### config.mk
export PLATFORM = sky130hd
export DESIGN_NAME = pwmc_channel
export DESIGN_NICKNAME = d
export VERILOG_FILES = /design/src/hdl/pwmc_channel.v
export VERILOG_INCLUDE_DIRS = /design/src /design/src/hdl
export SDC_FILE = /design/constraint.sdc
export NUM_CORES = 1
export LEC_CHECK = 0
export BUFFER_PORTS_ARGS = -buffer_cell sky130_fd_sc_hd__buf_2
export CORE_ASPECT_RATIO = 1.5
export CORE_MARGIN = 1.5
export CORE_UTILIZATION = 54
export DETAILED_ROUTE_END_ITERATION = 8
export HOLD_SLACK_MARGIN = 0.06
export PLACE_DENSITY = 0.74
export SLEW_MARGIN = 20
export SYNTH_ARGS = -nofsm -noshare
export SYNTH_HDL_FRONTEND = slang
export SYNTH_SLANG_ARGS = --single-unit
### constraint.sdc
create_clock -name sys_clk -period 4.4 [get_ports sys_clk]
set_input_delay 0.66 -clock sys_clk [delete_from_list [all_inputs] [get_ports sys_clk]]
set_output_delay 0.66 -clock sys_clk [all_outputs]
set_load 0.02 [all_outputs]
### src/hdl/pwmc_defs.vh
// Purpose: Constants for the PWM channel output configuration block
// Assumes: APB register map with one aligned 32-bit word per register
// Notes: Offsets other than the printed registers are local choices
`ifndef PWMC_DEFS_VH
`define PWMC_DEFS_VH
`define PWMC_OFS_DUTY 12'h000
`define PWMC_OFS_PHASE 12'h004
`define PWMC_OFS_DT 12'h008
`define PWMC_OFS_ALTDT 12'h00C
`define PWMC_OFS_TRGCON 12'h010
`define PWMC_OFS_IOCTL 12'h014
`define PWMC_OFS_TRIGGER_COMPARE_VALUE 12'h018
`define PWMC_OFS_FLTCL 12'h01C
`define PWMC_OFS_CTRL 12'h020
`define PWMC_OFS_UNLOCK 12'h024
`define PWMC_OFS_STATUS 12'h028
`define PWMC_UNLOCK_KEY1 16'h5555
`define PWMC_UNLOCK_KEY2 16'hAAAA
`define PWMC_FLTCL_RESET 16'h00F8
`define PWMC_DT_MASK 16'h3FFF
`define PWMC_TRGCON_MASK 16'hF03F
`define PWMC_FLTCL_MASK 16'h7FFF
`define PWMC_CTRL_MASK 16'h0007
// Control register bits
`define PWMC_CTRL_EN 0
`define PWMC_CTRL_ITB 1
`define PWMC_CTRL_CAM 2
// I/O control fields
`define PWMC_IO_HIGH_PIN_OWNER 15
`define PWMC_IO_LOW_PIN_OWNER 14
`define PWMC_IO_HIGH_PIN_POLARITY 13
`define PWMC_IO_POLL 12
`define PWMC_IO_PAIR_OUTPUT_MODE_HI 11
`define PWMC_IO_PAIR_OUTPUT_MODE_LO 10
`define PWMC_IO_OVRH 9
`define PWMC_IO_OVRL 8
`define PWMC_IO_OVD_H 7
`define PWMC_IO_OVD_L 6
`define PWMC_IO_FLD_H 5
`define PWMC_IO_FLD_L 4
`define PWMC_IO_CLD_H 3
`define PWMC_IO_CLD_L 2
`define PWMC_IO_SWAP 1
`define PWMC_IO_OVERRIDE_SYNC 0
// Fault and limit fields
`define PWMC_FC_LIMIT_SOURCE_SEL_HI 14
`define PWMC_FC_LIMIT_SOURCE_SEL_LO 10
`define PWMC_FC_LIMIT_POLARITY 9
`define PWMC_FC_LIMIT_MODE_EN 8
`define PWMC_FC_FLSRC_HI 7
`define PWMC_FC_FLSRC_LO 3
`define PWMC_FC_FLPOL 2
`define PWMC_FC_FLMOD_HI 1
`define PWMC_FC_FLMOD_LO 0
// Trigger fields
`define PWMC_TG_DIV_HI 15
`define PWMC_TG_DIV_LO 12
`define PWMC_TG_STRT_HI 5
`define PWMC_TG_STRT_LO 0
// Modes
`define PWMC_PAIR_OUTPUT_MODE_COMP 2'h0
`define PWMC_PAIR_OUTPUT_MODE_RED 2'h1
`define PWMC_PAIR_OUTPUT_MODE_PP 2'h2
`define PWMC_FMOD_LATCH 2'h0
`define PWMC_FMOD_CYCLE 2'h1
`define PWMC_FMOD_OFF 2'h3
`define PWMC_SRC_CMP_BASE 5'h08
`define PWMC_SRC_F32 5'h1F
`endif

### src/hdl/pwmc_channel.v
// Purpose: One high-speed PWM generator with output configuration and APB registers
// Assumes: Inputs synchronous to sys_clk; one time base tick per sys_clk
// Notes: Dead time delays the rising edge of each complementary output
//
// How it works
// - Center-aligned counting only when independent time base is selected.
// - Per-generator 16-bit duty value, reset zero, sets active time.
// - Phase value is offset without independent base, period with it.
// - Primary and alternate 14-bit dead times; upper bits read zero.
// - Trigger divider emits output every N+1 trigger events.
// - Pin ownership bits give each pin to PWM or to GPIO.
// - Polarity bits make each output active-low when set.
// - Pair mode selects complementary, redundant or push-pull; 11 reserved.
// - Override enables make pins follow override data bits.
// - Active current limit drives pins to limit data bits.
// - Swap exchanges high and low signals between pins.
// - Override sync aligns override data changes to the time base.
// - With lock set, I/O control writes need the unlock sequence.
// - Trigger compare matched against local time base makes trigger events.
// - Limit source select picks faults 1-4, comparators 1-4 or fault 32.
// - Limit polarity makes selected source active-low when set.
// - Limit mode enable turns current-limit handling on.
// - Fault mode selects latched, cycle-by-cycle or disabled fault.
// - Fault polarity makes selected source active-low when set.
//
// The APB register port and the placing of the registers were left to the implementer.
`timescale 1ns/10ps
`include "pwmc_defs.vh"
module pwmc_channel #(
    parameter CNT_W = 16,
    parameter DT_W = 14
) (
    // Clock and reset
    input wire sys_clk,
    input wire srst,
    // APB slave
    input wire psel,
    input wire penable,
    input wire pwrite,
    input wire [11:0] paddr,
    input wire [31:0] pwdata,
    output wire pready,
    output reg [31:0] prdata,
    output wire pslverr,
    // Lock strap
    input wire config_write_lock,
    // Shared time base
    input wire [CNT_W-1:0] master_count,
    input wire [CNT_W-1:0] master_period,
    // Fault and limit sources
    input wire [3:0] fault_in,
    input wire [3:0] comp_in,
    input wire fault32_in,
    // Pins
    output reg high_output,
    output reg low_output,
    output wire high_pin_owner,
    output wire low_pin_owner,
    // Converter trigger
    output reg trigger_out
);
    // Register storage
    reg [15:0] duty_cycle_reg;
    reg [15:0] phase_or_period_reg;
    reg [15:0] dead_time_reg;
    reg [15:0] alternate_dead_time_reg;
    reg [15:0] trigger_control_reg;
    reg [15:0] pin_output_control_reg;
    reg [15:0] trigger_compare_reg;
    reg [15:0] fault_limit_control_reg;
    reg [15:0] ctrl_reg;
    reg [1:0] unlock_reg;
    // Datapath state
    reg [CNT_W-1:0] count_reg;
    reg dir_down_reg;
    reg [1:0] ovr_active_reg;
    reg fault_latch_reg;
    reg [5:0] start_cnt_reg;
    reg [3:0] div_cnt_reg;
    reg [DT_W-1:0] dt_cnt_reg;
    reg raw_prev_reg;

    wire module_enable = ctrl_reg[`PWMC_CTRL_EN];
    wire independent_timebase_sel = ctrl_reg[`PWMC_CTRL_ITB];
    wire center_aligned_en = ctrl_reg[`PWMC_CTRL_CAM] & independent_timebase_sel;
    wire [15:0] duty_value = duty_cycle_reg;
    wire [15:0] phase_value = phase_or_period_reg;
    wire [DT_W-1:0] dead_time_value = dead_time_reg[DT_W-1:0];
    wire [DT_W-1:0] alt_dead_time_value = alternate_dead_time_reg[DT_W-1:0];
    wire [3:0] trigger_divider = trigger_control_reg[`PWMC_TG_DIV_HI:`PWMC_TG_DIV_LO];
    wire [5:0] trigger_start_delay = trigger_control_reg[`PWMC_TG_STRT_HI:`PWMC_TG_STRT_LO];
    wire [1:0] pair_output_mode = pin_output_control_reg[`PWMC_IO_PAIR_OUTPUT_MODE_HI:`PWMC_IO_PAIR_OUTPUT_MODE_LO];
    wire [1:0] override_value = pin_output_control_reg[`PWMC_IO_OVD_H:`PWMC_IO_OVD_L];
    wire [1:0] fault_output_value = pin_output_control_reg[`PWMC_IO_FLD_H:`PWMC_IO_FLD_L];
    wire [1:0] limit_output_value = pin_output_control_reg[`PWMC_IO_CLD_H:`PWMC_IO_CLD_L];
    wire override_sync = pin_output_control_reg[`PWMC_IO_OVERRIDE_SYNC];
    wire [4:0] limit_source_sel = fault_limit_control_reg[`PWMC_FC_LIMIT_SOURCE_SEL_HI:`PWMC_FC_LIMIT_SOURCE_SEL_LO];
    wire limit_polarity = fault_limit_control_reg[`PWMC_FC_LIMIT_POLARITY];
    wire limit_mode_en = fault_limit_control_reg[`PWMC_FC_LIMIT_MODE_EN];
    wire [4:0] fault_source_sel = fault_limit_control_reg[`PWMC_FC_FLSRC_HI:`PWMC_FC_FLSRC_LO];
    wire fault_polarity = fault_limit_control_reg[`PWMC_FC_FLPOL];
    wire [1:0] fault_behaviour = fault_limit_control_reg[`PWMC_FC_FLMOD_HI:`PWMC_FC_FLMOD_LO];

    // APB decode; always zero wait states
    wire apb_wr = psel & penable & pwrite;
    wire apb_rd_setup = psel & ~penable & ~pwrite;
    reg addr_ok;
    assign pready = 1'b1;
    assign pslverr = psel & penable & ~addr_ok;
    wire unlocked = ~config_write_lock | (unlock_reg == 2'h2);

    // Source selection shared by fault and limit paths
    function sel_src;
        input [4:0] code;
        input [3:0] flt;
        input [3:0] cmp;
        input f32;
        begin
            if (code[4:2] == 3'h0) begin
                sel_src = flt[code[1:0]];
            end else if (code[4:2] == 3'h2) begin
                sel_src = cmp[code[1:0]];
            end else if (code == `PWMC_SRC_F32) begin
                sel_src = f32;
            end else begin
                sel_src = 1'b0; // Reserved codes never assert
            end
        end
    endfunction

    wire limit_raw = sel_src(limit_source_sel, fault_in, comp_in, fault32_in);
    wire limit_active = limit_mode_en & (limit_raw ^ limit_polarity);
    wire fault_raw = sel_src(fault_source_sel, fault_in, comp_in, fault32_in);
    wire fault_now = (fault_raw ^ fault_polarity) & (fault_behaviour != `PWMC_FMOD_OFF);
    wire fault_active = fault_now | fault_latch_reg;

    // Time base: local period when independent, else master count plus phase
    wire [CNT_W-1:0] per = independent_timebase_sel ? phase_value : master_period;
    wire [CNT_W-1:0] tb = independent_timebase_sel ? count_reg : (master_count + phase_value);
    wire cycle_start = module_enable & (tb == {CNT_W{1'b0}}) & ~dir_down_reg;
    // Local period reset by the limit source only when limit mode is off
    wire ext_reset = independent_timebase_sel & ~limit_mode_en & (limit_raw ^ limit_polarity);

    // Address check
    always @* begin
        addr_ok = 1'b1;
        if (paddr == `PWMC_OFS_DUTY) begin
            addr_ok = 1'b1;
        end else if (paddr == `PWMC_OFS_PHASE || paddr == `PWMC_OFS_DT) begin
            addr_ok = 1'b1;
        end else if (paddr == `PWMC_OFS_ALTDT || paddr == `PWMC_OFS_TRGCON) begin
            addr_ok = 1'b1;
        end else if (paddr == `PWMC_OFS_IOCTL || paddr == `PWMC_OFS_TRIGGER_COMPARE_VALUE) begin
            addr_ok = 1'b1;
        end else if (paddr == `PWMC_OFS_FLTCL || paddr == `PWMC_OFS_CTRL) begin
            addr_ok = 1'b1;
        end else if (paddr == `PWMC_OFS_UNLOCK || paddr == `PWMC_OFS_STATUS) begin
            addr_ok = 1'b1;
        end else begin
            addr_ok = 1'b0;
        end
    end

    // Register writes and the unlock sequence
    always @(posedge sys_clk) begin
        if (srst) begin
            duty_cycle_reg <= 16'h0000;
            phase_or_period_reg <= 16'h0000;
            dead_time_reg <= 16'h0000;
            alternate_dead_time_reg <= 16'h0000;
            trigger_control_reg <= 16'h0000;
            pin_output_control_reg <= 16'h0000;
            trigger_compare_reg <= 16'h0000;
            fault_limit_control_reg <= `PWMC_FLTCL_RESET;
            ctrl_reg <= 16'h0000;
            unlock_reg <= 2'h0;
        end else if (apb_wr) begin
            if (paddr == `PWMC_OFS_DUTY) begin
                duty_cycle_reg <= pwdata[15:0];
            end else if (paddr == `PWMC_OFS_PHASE) begin
                phase_or_period_reg <= pwdata[15:0];
            end else if (paddr == `PWMC_OFS_DT) begin
                dead_time_reg <= pwdata[15:0] & `PWMC_DT_MASK;
            end else if (paddr == `PWMC_OFS_ALTDT) begin
                alternate_dead_time_reg <= pwdata[15:0] & `PWMC_DT_MASK;
            end else if (paddr == `PWMC_OFS_TRGCON) begin
                trigger_control_reg <= pwdata[15:0] & `PWMC_TRGCON_MASK;
            end else if (paddr == `PWMC_OFS_IOCTL) begin
                if (unlocked) begin
                    pin_output_control_reg <= pwdata[15:0];
                end
                unlock_reg <= 2'h0; // One write per unlock
            end else if (paddr == `PWMC_OFS_TRIGGER_COMPARE_VALUE) begin
                trigger_compare_reg <= pwdata[15:0];
            end else if (paddr == `PWMC_OFS_FLTCL) begin
                fault_limit_control_reg <= pwdata[15:0] & `PWMC_FLTCL_MASK;
            end else if (paddr == `PWMC_OFS_CTRL) begin
                ctrl_reg <= pwdata[15:0] & `PWMC_CTRL_MASK;
            end else if (paddr == `PWMC_OFS_UNLOCK) begin
                // Two keys in order; any other value restarts
                if (pwdata[15:0] == `PWMC_UNLOCK_KEY1) begin
                    unlock_reg <= 2'h1;
                end else if (pwdata[15:0] == `PWMC_UNLOCK_KEY2 && unlock_reg == 2'h1) begin
                    unlock_reg <= 2'h2;
                end else begin
                    unlock_reg <= 2'h0;
                end
            end
        end
    end

    // Read data registered in the setup cycle
    always @(posedge sys_clk) begin
        if (srst) begin
            prdata <= 32'h00000000;
        end else if (apb_rd_setup) begin
            if (paddr == `PWMC_OFS_DUTY) begin
                prdata <= {16'h0000, duty_cycle_reg};
            end else if (paddr == `PWMC_OFS_PHASE) begin
                prdata <= {16'h0000, phase_or_period_reg};
            end else if (paddr == `PWMC_OFS_DT) begin
                prdata <= {16'h0000, dead_time_reg};
            end else if (paddr == `PWMC_OFS_ALTDT) begin
                prdata <= {16'h0000, alternate_dead_time_reg};
            end else if (paddr == `PWMC_OFS_TRGCON) begin
                prdata <= {16'h0000, trigger_control_reg};
            end else if (paddr == `PWMC_OFS_IOCTL) begin
                prdata <= {16'h0000, pin_output_control_reg};
            end else if (paddr == `PWMC_OFS_TRIGGER_COMPARE_VALUE) begin
                prdata <= {16'h0000, trigger_compare_reg};
            end else if (paddr == `PWMC_OFS_FLTCL) begin
                prdata <= {16'h0000, fault_limit_control_reg};
            end else if (paddr == `PWMC_OFS_CTRL) begin
                prdata <= {16'h0000, ctrl_reg};
            end else if (paddr == `PWMC_OFS_UNLOCK) begin
                prdata <= {30'h00000000, unlock_reg};
            end else if (paddr == `PWMC_OFS_STATUS) begin
                prdata <= {28'h0000000, limit_active, fault_active, fault_latch_reg, dir_down_reg};
            end else begin
                prdata <= 32'h00000000;
            end
        end
    end

    // Local counter, edge or center aligned
    always @(posedge sys_clk) begin
        if (srst || !module_enable) begin
            count_reg <= {CNT_W{1'b0}};
            dir_down_reg <= 1'b0;
        end else if (ext_reset) begin
            count_reg <= {CNT_W{1'b0}};
            dir_down_reg <= 1'b0;
        end else if (center_aligned_en) begin
            if (!dir_down_reg && count_reg >= per) begin
                dir_down_reg <= 1'b1;
                count_reg <= count_reg - 1'b1;
            end else if (dir_down_reg && count_reg == {CNT_W{1'b0}}) begin
                dir_down_reg <= 1'b0;
                count_reg <= count_reg + 1'b1;
            end else if (dir_down_reg) begin
                count_reg <= count_reg - 1'b1;
            end else begin
                count_reg <= count_reg + 1'b1;
            end
        end else if (count_reg >= per) begin
            count_reg <= {CNT_W{1'b0}};
        end else begin
            count_reg <= count_reg + 1'b1;
        end
    end

    // Raw waveform and dead-time selection by direction of edge
    wire raw = module_enable & (tb < duty_value);
    wire rise = raw & ~raw_prev_reg;
    wire fall = ~raw & raw_prev_reg;
    wire dt_busy = (dt_cnt_reg != {DT_W{1'b0}});
    always @(posedge sys_clk) begin
        if (srst) begin
            raw_prev_reg <= 1'b0;
            dt_cnt_reg <= {DT_W{1'b0}};
        end else begin
            raw_prev_reg <= raw;
            if (rise) begin
                dt_cnt_reg <= dead_time_value;
            end else if (fall) begin
                dt_cnt_reg <= alt_dead_time_value;
            end else if (dt_busy) begin
                dt_cnt_reg <= dt_cnt_reg - 1'b1;
            end
        end
    end

    // Pair mode shaping
    reg gen_h;
    reg gen_l;
    always @* begin
        gen_h = raw;
        gen_l = ~raw;
        case (pair_output_mode)
            `PWMC_PAIR_OUTPUT_MODE_COMP: begin
                gen_h = raw & ~dt_busy & ~rise;
                gen_l = ~raw & ~dt_busy & ~fall & module_enable;
            end
            `PWMC_PAIR_OUTPUT_MODE_RED: begin
                gen_h = raw;
                gen_l = raw;
            end
            `PWMC_PAIR_OUTPUT_MODE_PP: begin
                gen_h = raw & ~dir_down_reg;
                gen_l = raw & dir_down_reg;
            end
            default: begin
                gen_h = 1'b0;
                gen_l = 1'b0;
            end
        endcase
    end

    // Override data takes effect at cycle start or at once
    always @(posedge sys_clk) begin
        if (srst) begin
            ovr_active_reg <= 2'h0;
        end else if (!override_sync || cycle_start || !module_enable) begin
            ovr_active_reg <= override_value;
        end
    end

    // Fault latch clears at a cycle start once the source is quiet
    always @(posedge sys_clk) begin
        if (srst) begin
            fault_latch_reg <= 1'b0;
        end else if (fault_now && fault_behaviour == `PWMC_FMOD_LATCH) begin
            fault_latch_reg <= 1'b1;
        end else if (cycle_start || fault_behaviour != `PWMC_FMOD_LATCH) begin
            fault_latch_reg <= 1'b0;
        end
    end

    // Output priority, then polarity and swap
    reg sel_h;
    reg sel_l;
    always @* begin
        sel_h = gen_h;
        sel_l = gen_l;
        if (fault_active) begin
            sel_h = fault_output_value[1];
            sel_l = fault_output_value[0];
        end else if (limit_active) begin
            sel_h = limit_output_value[1];
            sel_l = limit_output_value[0];
        end else begin
            if (pin_output_control_reg[`PWMC_IO_OVRH]) begin
                sel_h = ovr_active_reg[1];
            end
            if (pin_output_control_reg[`PWMC_IO_OVRL]) begin
                sel_l = ovr_active_reg[0];
            end
        end
    end
    wire pol_h = sel_h ^ pin_output_control_reg[`PWMC_IO_HIGH_PIN_POLARITY];
    wire pol_l = sel_l ^ pin_output_control_reg[`PWMC_IO_POLL];
    wire swap = pin_output_control_reg[`PWMC_IO_SWAP];
    assign high_pin_owner = pin_output_control_reg[`PWMC_IO_HIGH_PIN_OWNER];
    assign low_pin_owner = pin_output_control_reg[`PWMC_IO_LOW_PIN_OWNER];
    always @(posedge sys_clk) begin
        if (srst) begin
            high_output <= 1'b0;
            low_output <= 1'b0;
        end else begin
            high_output <= high_pin_owner & (swap ? pol_l : pol_h);
            low_output <= low_pin_owner & (swap ? pol_h : pol_l);
        end
    end

    // Trigger compare, start delay and output divider
    wire trig_event = module_enable & independent_timebase_sel
        & (count_reg == trigger_compare_reg) & ~dir_down_reg;
    always @(posedge sys_clk) begin
        if (srst || !module_enable) begin
            start_cnt_reg <= 6'h00;
            div_cnt_reg <= 4'h0;
            trigger_out <= 1'b0;
        end else begin
            trigger_out <= 1'b0;
            if (cycle_start && start_cnt_reg < trigger_start_delay) begin
                start_cnt_reg <= start_cnt_reg + 6'h01;
            end
            if (trig_event && start_cnt_reg >= trigger_start_delay) begin
                if (div_cnt_reg >= trigger_divider) begin
                    div_cnt_reg <= 4'h0;
                    trigger_out <= 1'b1;
                end else begin
                    div_cnt_reg <= div_cnt_reg + 4'h1;
                end
            end
        end
    end
endmodule

==> results.sh <==
export IMPL_clockBufferDepth=2
export IMPL_final_common_cell="nand2_1"
export IMPL_max_freq_ghz=0.232
export IMPL_grt_max_degree=74
export IMPL_cts_sinks=186
export IMPL_worst_path_largest_cell_delay_ns=0.48
export IMPL_cp_required_ns=4.71
export IMPL_cp_end_kind="register"
export IMPL_r2r_end="dt_cnt_reg[9]"
export IMPL_synthTopCellsByArea="dfxtp_1, nand2_1, a21oi_1"
export IMPL_synth_edf_count=0
export IMPL_path_buf_inv=3
export IMPL_syn_avg_cell_area_um2=7.68
export IMPL_finalCriticalPeriod_ns=4.30
export IMPL_finalSetupViolCount=0
export IMPL_ir_worst_vdd_mv=0.277
export IMPL_n_antenna_cell=0
export IMPL_critPathSlowestCell="or3b_2"
export IMPL_cts_tree="done"
export IMPL_wl_per_cell_um=22.7
export IMPL_syn_inst=1562
export IMPL_grt_pass1_vias=11700
export IMPL_path_delay_family="compound AO/OA/AOI/OAI gates"
export IMPL_r2r_start="phase_or_period_reg[0]"
export IMPL_final_hold_viol_count=0
export IMPL_cp_start_kind="register"
export IMPL_fp_row_count=66
export IMPL_clkTransAtPathRegs_ns=0.08
export IMPL_post_dp_hpwl_mm=32.8
export IMPL_area_growth_pct=13.8
export IMPL_totalWireLength_mm=44.0
export IMPL_layout_drive_gt1_share_pct=15.2
export IMPL_tightest_slew_ns=1.16
export IMPL_h_tree_depth=4
export IMPL_hold_start="alternate_dead_time_reg[2]"
export IMPL_ios=130
export IMPL_slew_viol_final=0
export IMPL_dieArea_um2=23100
export IMPL_drv_cap=0
export IMPL_outcome="finished with violations"
export IMPL_grt_first_pass_wirelength_mm=66.5
export IMPL_routabilityCongestion=1.07
export IMPL_leakagePower_uw=0.00517
export IMPL_relSlewSlack_pct=22.6
export IMPL_cp_cell_sequence="ha_2, fa_2, a211oi_4, nor2_1, buf_4, o31ai_1, ha_1, a21oi_1, o21ai_0, a41oi_1, o21ai_4, buf_4, ha_1, buf_12, or3b_2, a21oi_2, nor3_1"
export IMPL_cts_hold_buffers_added=0
export IMPL_vias=12600
export IMPL_clk_latency_ns=0.46
export IMPL_ys_types=84
export IMPL_synth_area_leader_cell="dfxtp_1"
export IMPL_min_to="alternate_dead_time_reg[2]"
export IMPL_vias_per_cell=6.49
export IMPL_finalHoldWorstSlack_ns=0.456
export IMPL_hold_path_class="register to register"
export IMPL_dr_pass1_iters=9
export IMPL_root_buffer="clkbuf_16"
export IMPL_finalCritPeriodShare_pct=97.8
export IMPL_antenna_found_initial=0
export IMPL_ys_warn_count=0
export IMPL_path_max_fanout=6
export IMPL_drtIter0Drc=1598
export IMPL_synth_main_ff_cell="dfxtp_1"
export IMPL_setup_ws_ns=0.0982
export IMPL_holdPathStages=2
export IMPL_critical_path_class="register to register"
export IMPL_cp_depth=17
export IMPL_io_buffers=96
export IMPL_ant_nets=0
export IMPL_ff2ff_path_depth=17
export IMPL_numCtsBuffers=17
export IMPL_syn_area_um2=12000
export IMPL_final_net_count=1808
export IMPL_core_area_um2=21700
export IMPL_drcViolationCount=6
export IMPL_ys_ff_latch=186
export IMPL_fp_dieH_um=186
export IMPL_r2r_setup_slack_ns=0.1
export IMPL_overflow=0
export IMPL_skew_ns=0.00926
export IMPL_utilization_pct=62.8
export IMPL_cp_data_arrival_time_ns=4.61
export IMPL_synth_top_cell_area_share_pct=31.0
export IMPL_dp_slack_ns=-0.289
export IMPL_violations="design-rule violations"
export IMPL_initial_core_util_pct=55.2
export IMPL_synth_seq_area_share_pct=31.0
export IMPL_grt_usage_pct=37.6
export IMPL_async_flop_share_pct=0
export IMPL_fill_cells=1950
export IMPL_dieWidth_um=125
export IMPL_power_density_nw_per_um2=300
export IMPL_mostFrequentLayoutCells="nand2_1, dfxtp_1, a21oi_1, nor2_1, buf_2"
[synthesized netlist by cell type (all sizes together) (6+ instances only)]
cell    count
dfxtp     186
xor2       18
nand4      12
nor4bb      6
xnor2      24
and3       15
ha         63
o21a        7
and2       11
o22ai      12
a21oi     167
nand3      31
mux2i      65
a222oi     17
mux2        7
o21ai      61
a221oi     17
inv        56
nand2b     29
a22oi       6
a31oi      13
a211oi     25
o31ai       6
a21o       14
o211ai     12
nor2b       7
nand2     249
nor3b      10
nand3b     10
buf        40
nor4       17
clkbuf     81
nor3       49
nor2      128
[cells by family after synthesis]
logic type      Yosys count  share of synthesized area (%)
buf+inv                 177                           6.44
fa+ha+maj                64                           6.74
compound gates          407                           21.8
xor+xnor                 42                           3.13
mux                      74                           6.52
flops                   186                           31.0
other cells               2                         0.0626
simple gates            610                           24.3
[stage by stage]
step	total power, µW	area (µm²)	TNS, ns	instances
final	4100	13600	0	1938
after global routing	4250	13600	-0.00906	1938
after CTS	4080	13600	0	1937
after detailed placement	2500	13000	-1.16	1905
after global placement	2480	13000	-0.624	1905
after floorplan	2310	12100	0	1577
[tightest hold or removal path, cell delays in order, from the launching register on]
cell and delay (ns):
dfxtp_1 0.31, nand2_1 0.05, a21oi_1 0.05
[worst max path at each step]
stage	slack [ns]	from	end
6_report	0.1	phase_or_period_reg[0]	dt_cnt_reg[9]
5_1_grt	-0.009	phase_or_period_reg[0]	dt_cnt_reg[9]
4_1_cts	0.13	phase_or_period_reg[0]	dt_cnt_reg[9]
3_5_place_dp	-0.29	master_count[0]	dt_cnt_reg[9]
3_3_place_gp	-0.19	master_count[0]	high_output
2_1_floorplan	0.06	master_count[0]	high_output
[power breakdown]
| group | leakage, µW | switching, µW | internal [µW] |
|---|---|---|---|
| sequential | 0.00150 | 52.7 | 1740 |
| clock | 0.000294 | 761 | 859 |
| combinational | 0.00338 | 406 | 285 |
| total | 0.00517 | 1220 | 2880 |
[layer usage]
layer	vias to the layer above	part of all wire, %	wire length [µm]	global-route usage, %
met5	-	0	0	0
met3	231	9.2	4030	6.04
met4	0	8.9	3930	30.3
li1	5772	-	-	-
met2	742	46	20300	63.0
met1	5829	36	15700	42.5
[area by class of cell]
class	instances	area [µm²]	area share, %
Clock buffer	17	425	3.12
Tap cell	272	340	2.49
Multi-Input combinational cell	1214	7640	56.0
Sequential cell	186	3730	27.3
Timing Repair Buffer	178	1130	8.26
Inverter	56	210	1.54
Clock inverter	15	174	1.27
[repair_timing]
| item | 4_1_cts | 5_1_grt |
|---|---|---|
| buffers inserted | 0 | 1 |
| resized for setup | 0 | 23 |
| endpoints found under the setup margin | 0 | 4 |
Note: power is estimated with default switching activity, not from simulation.
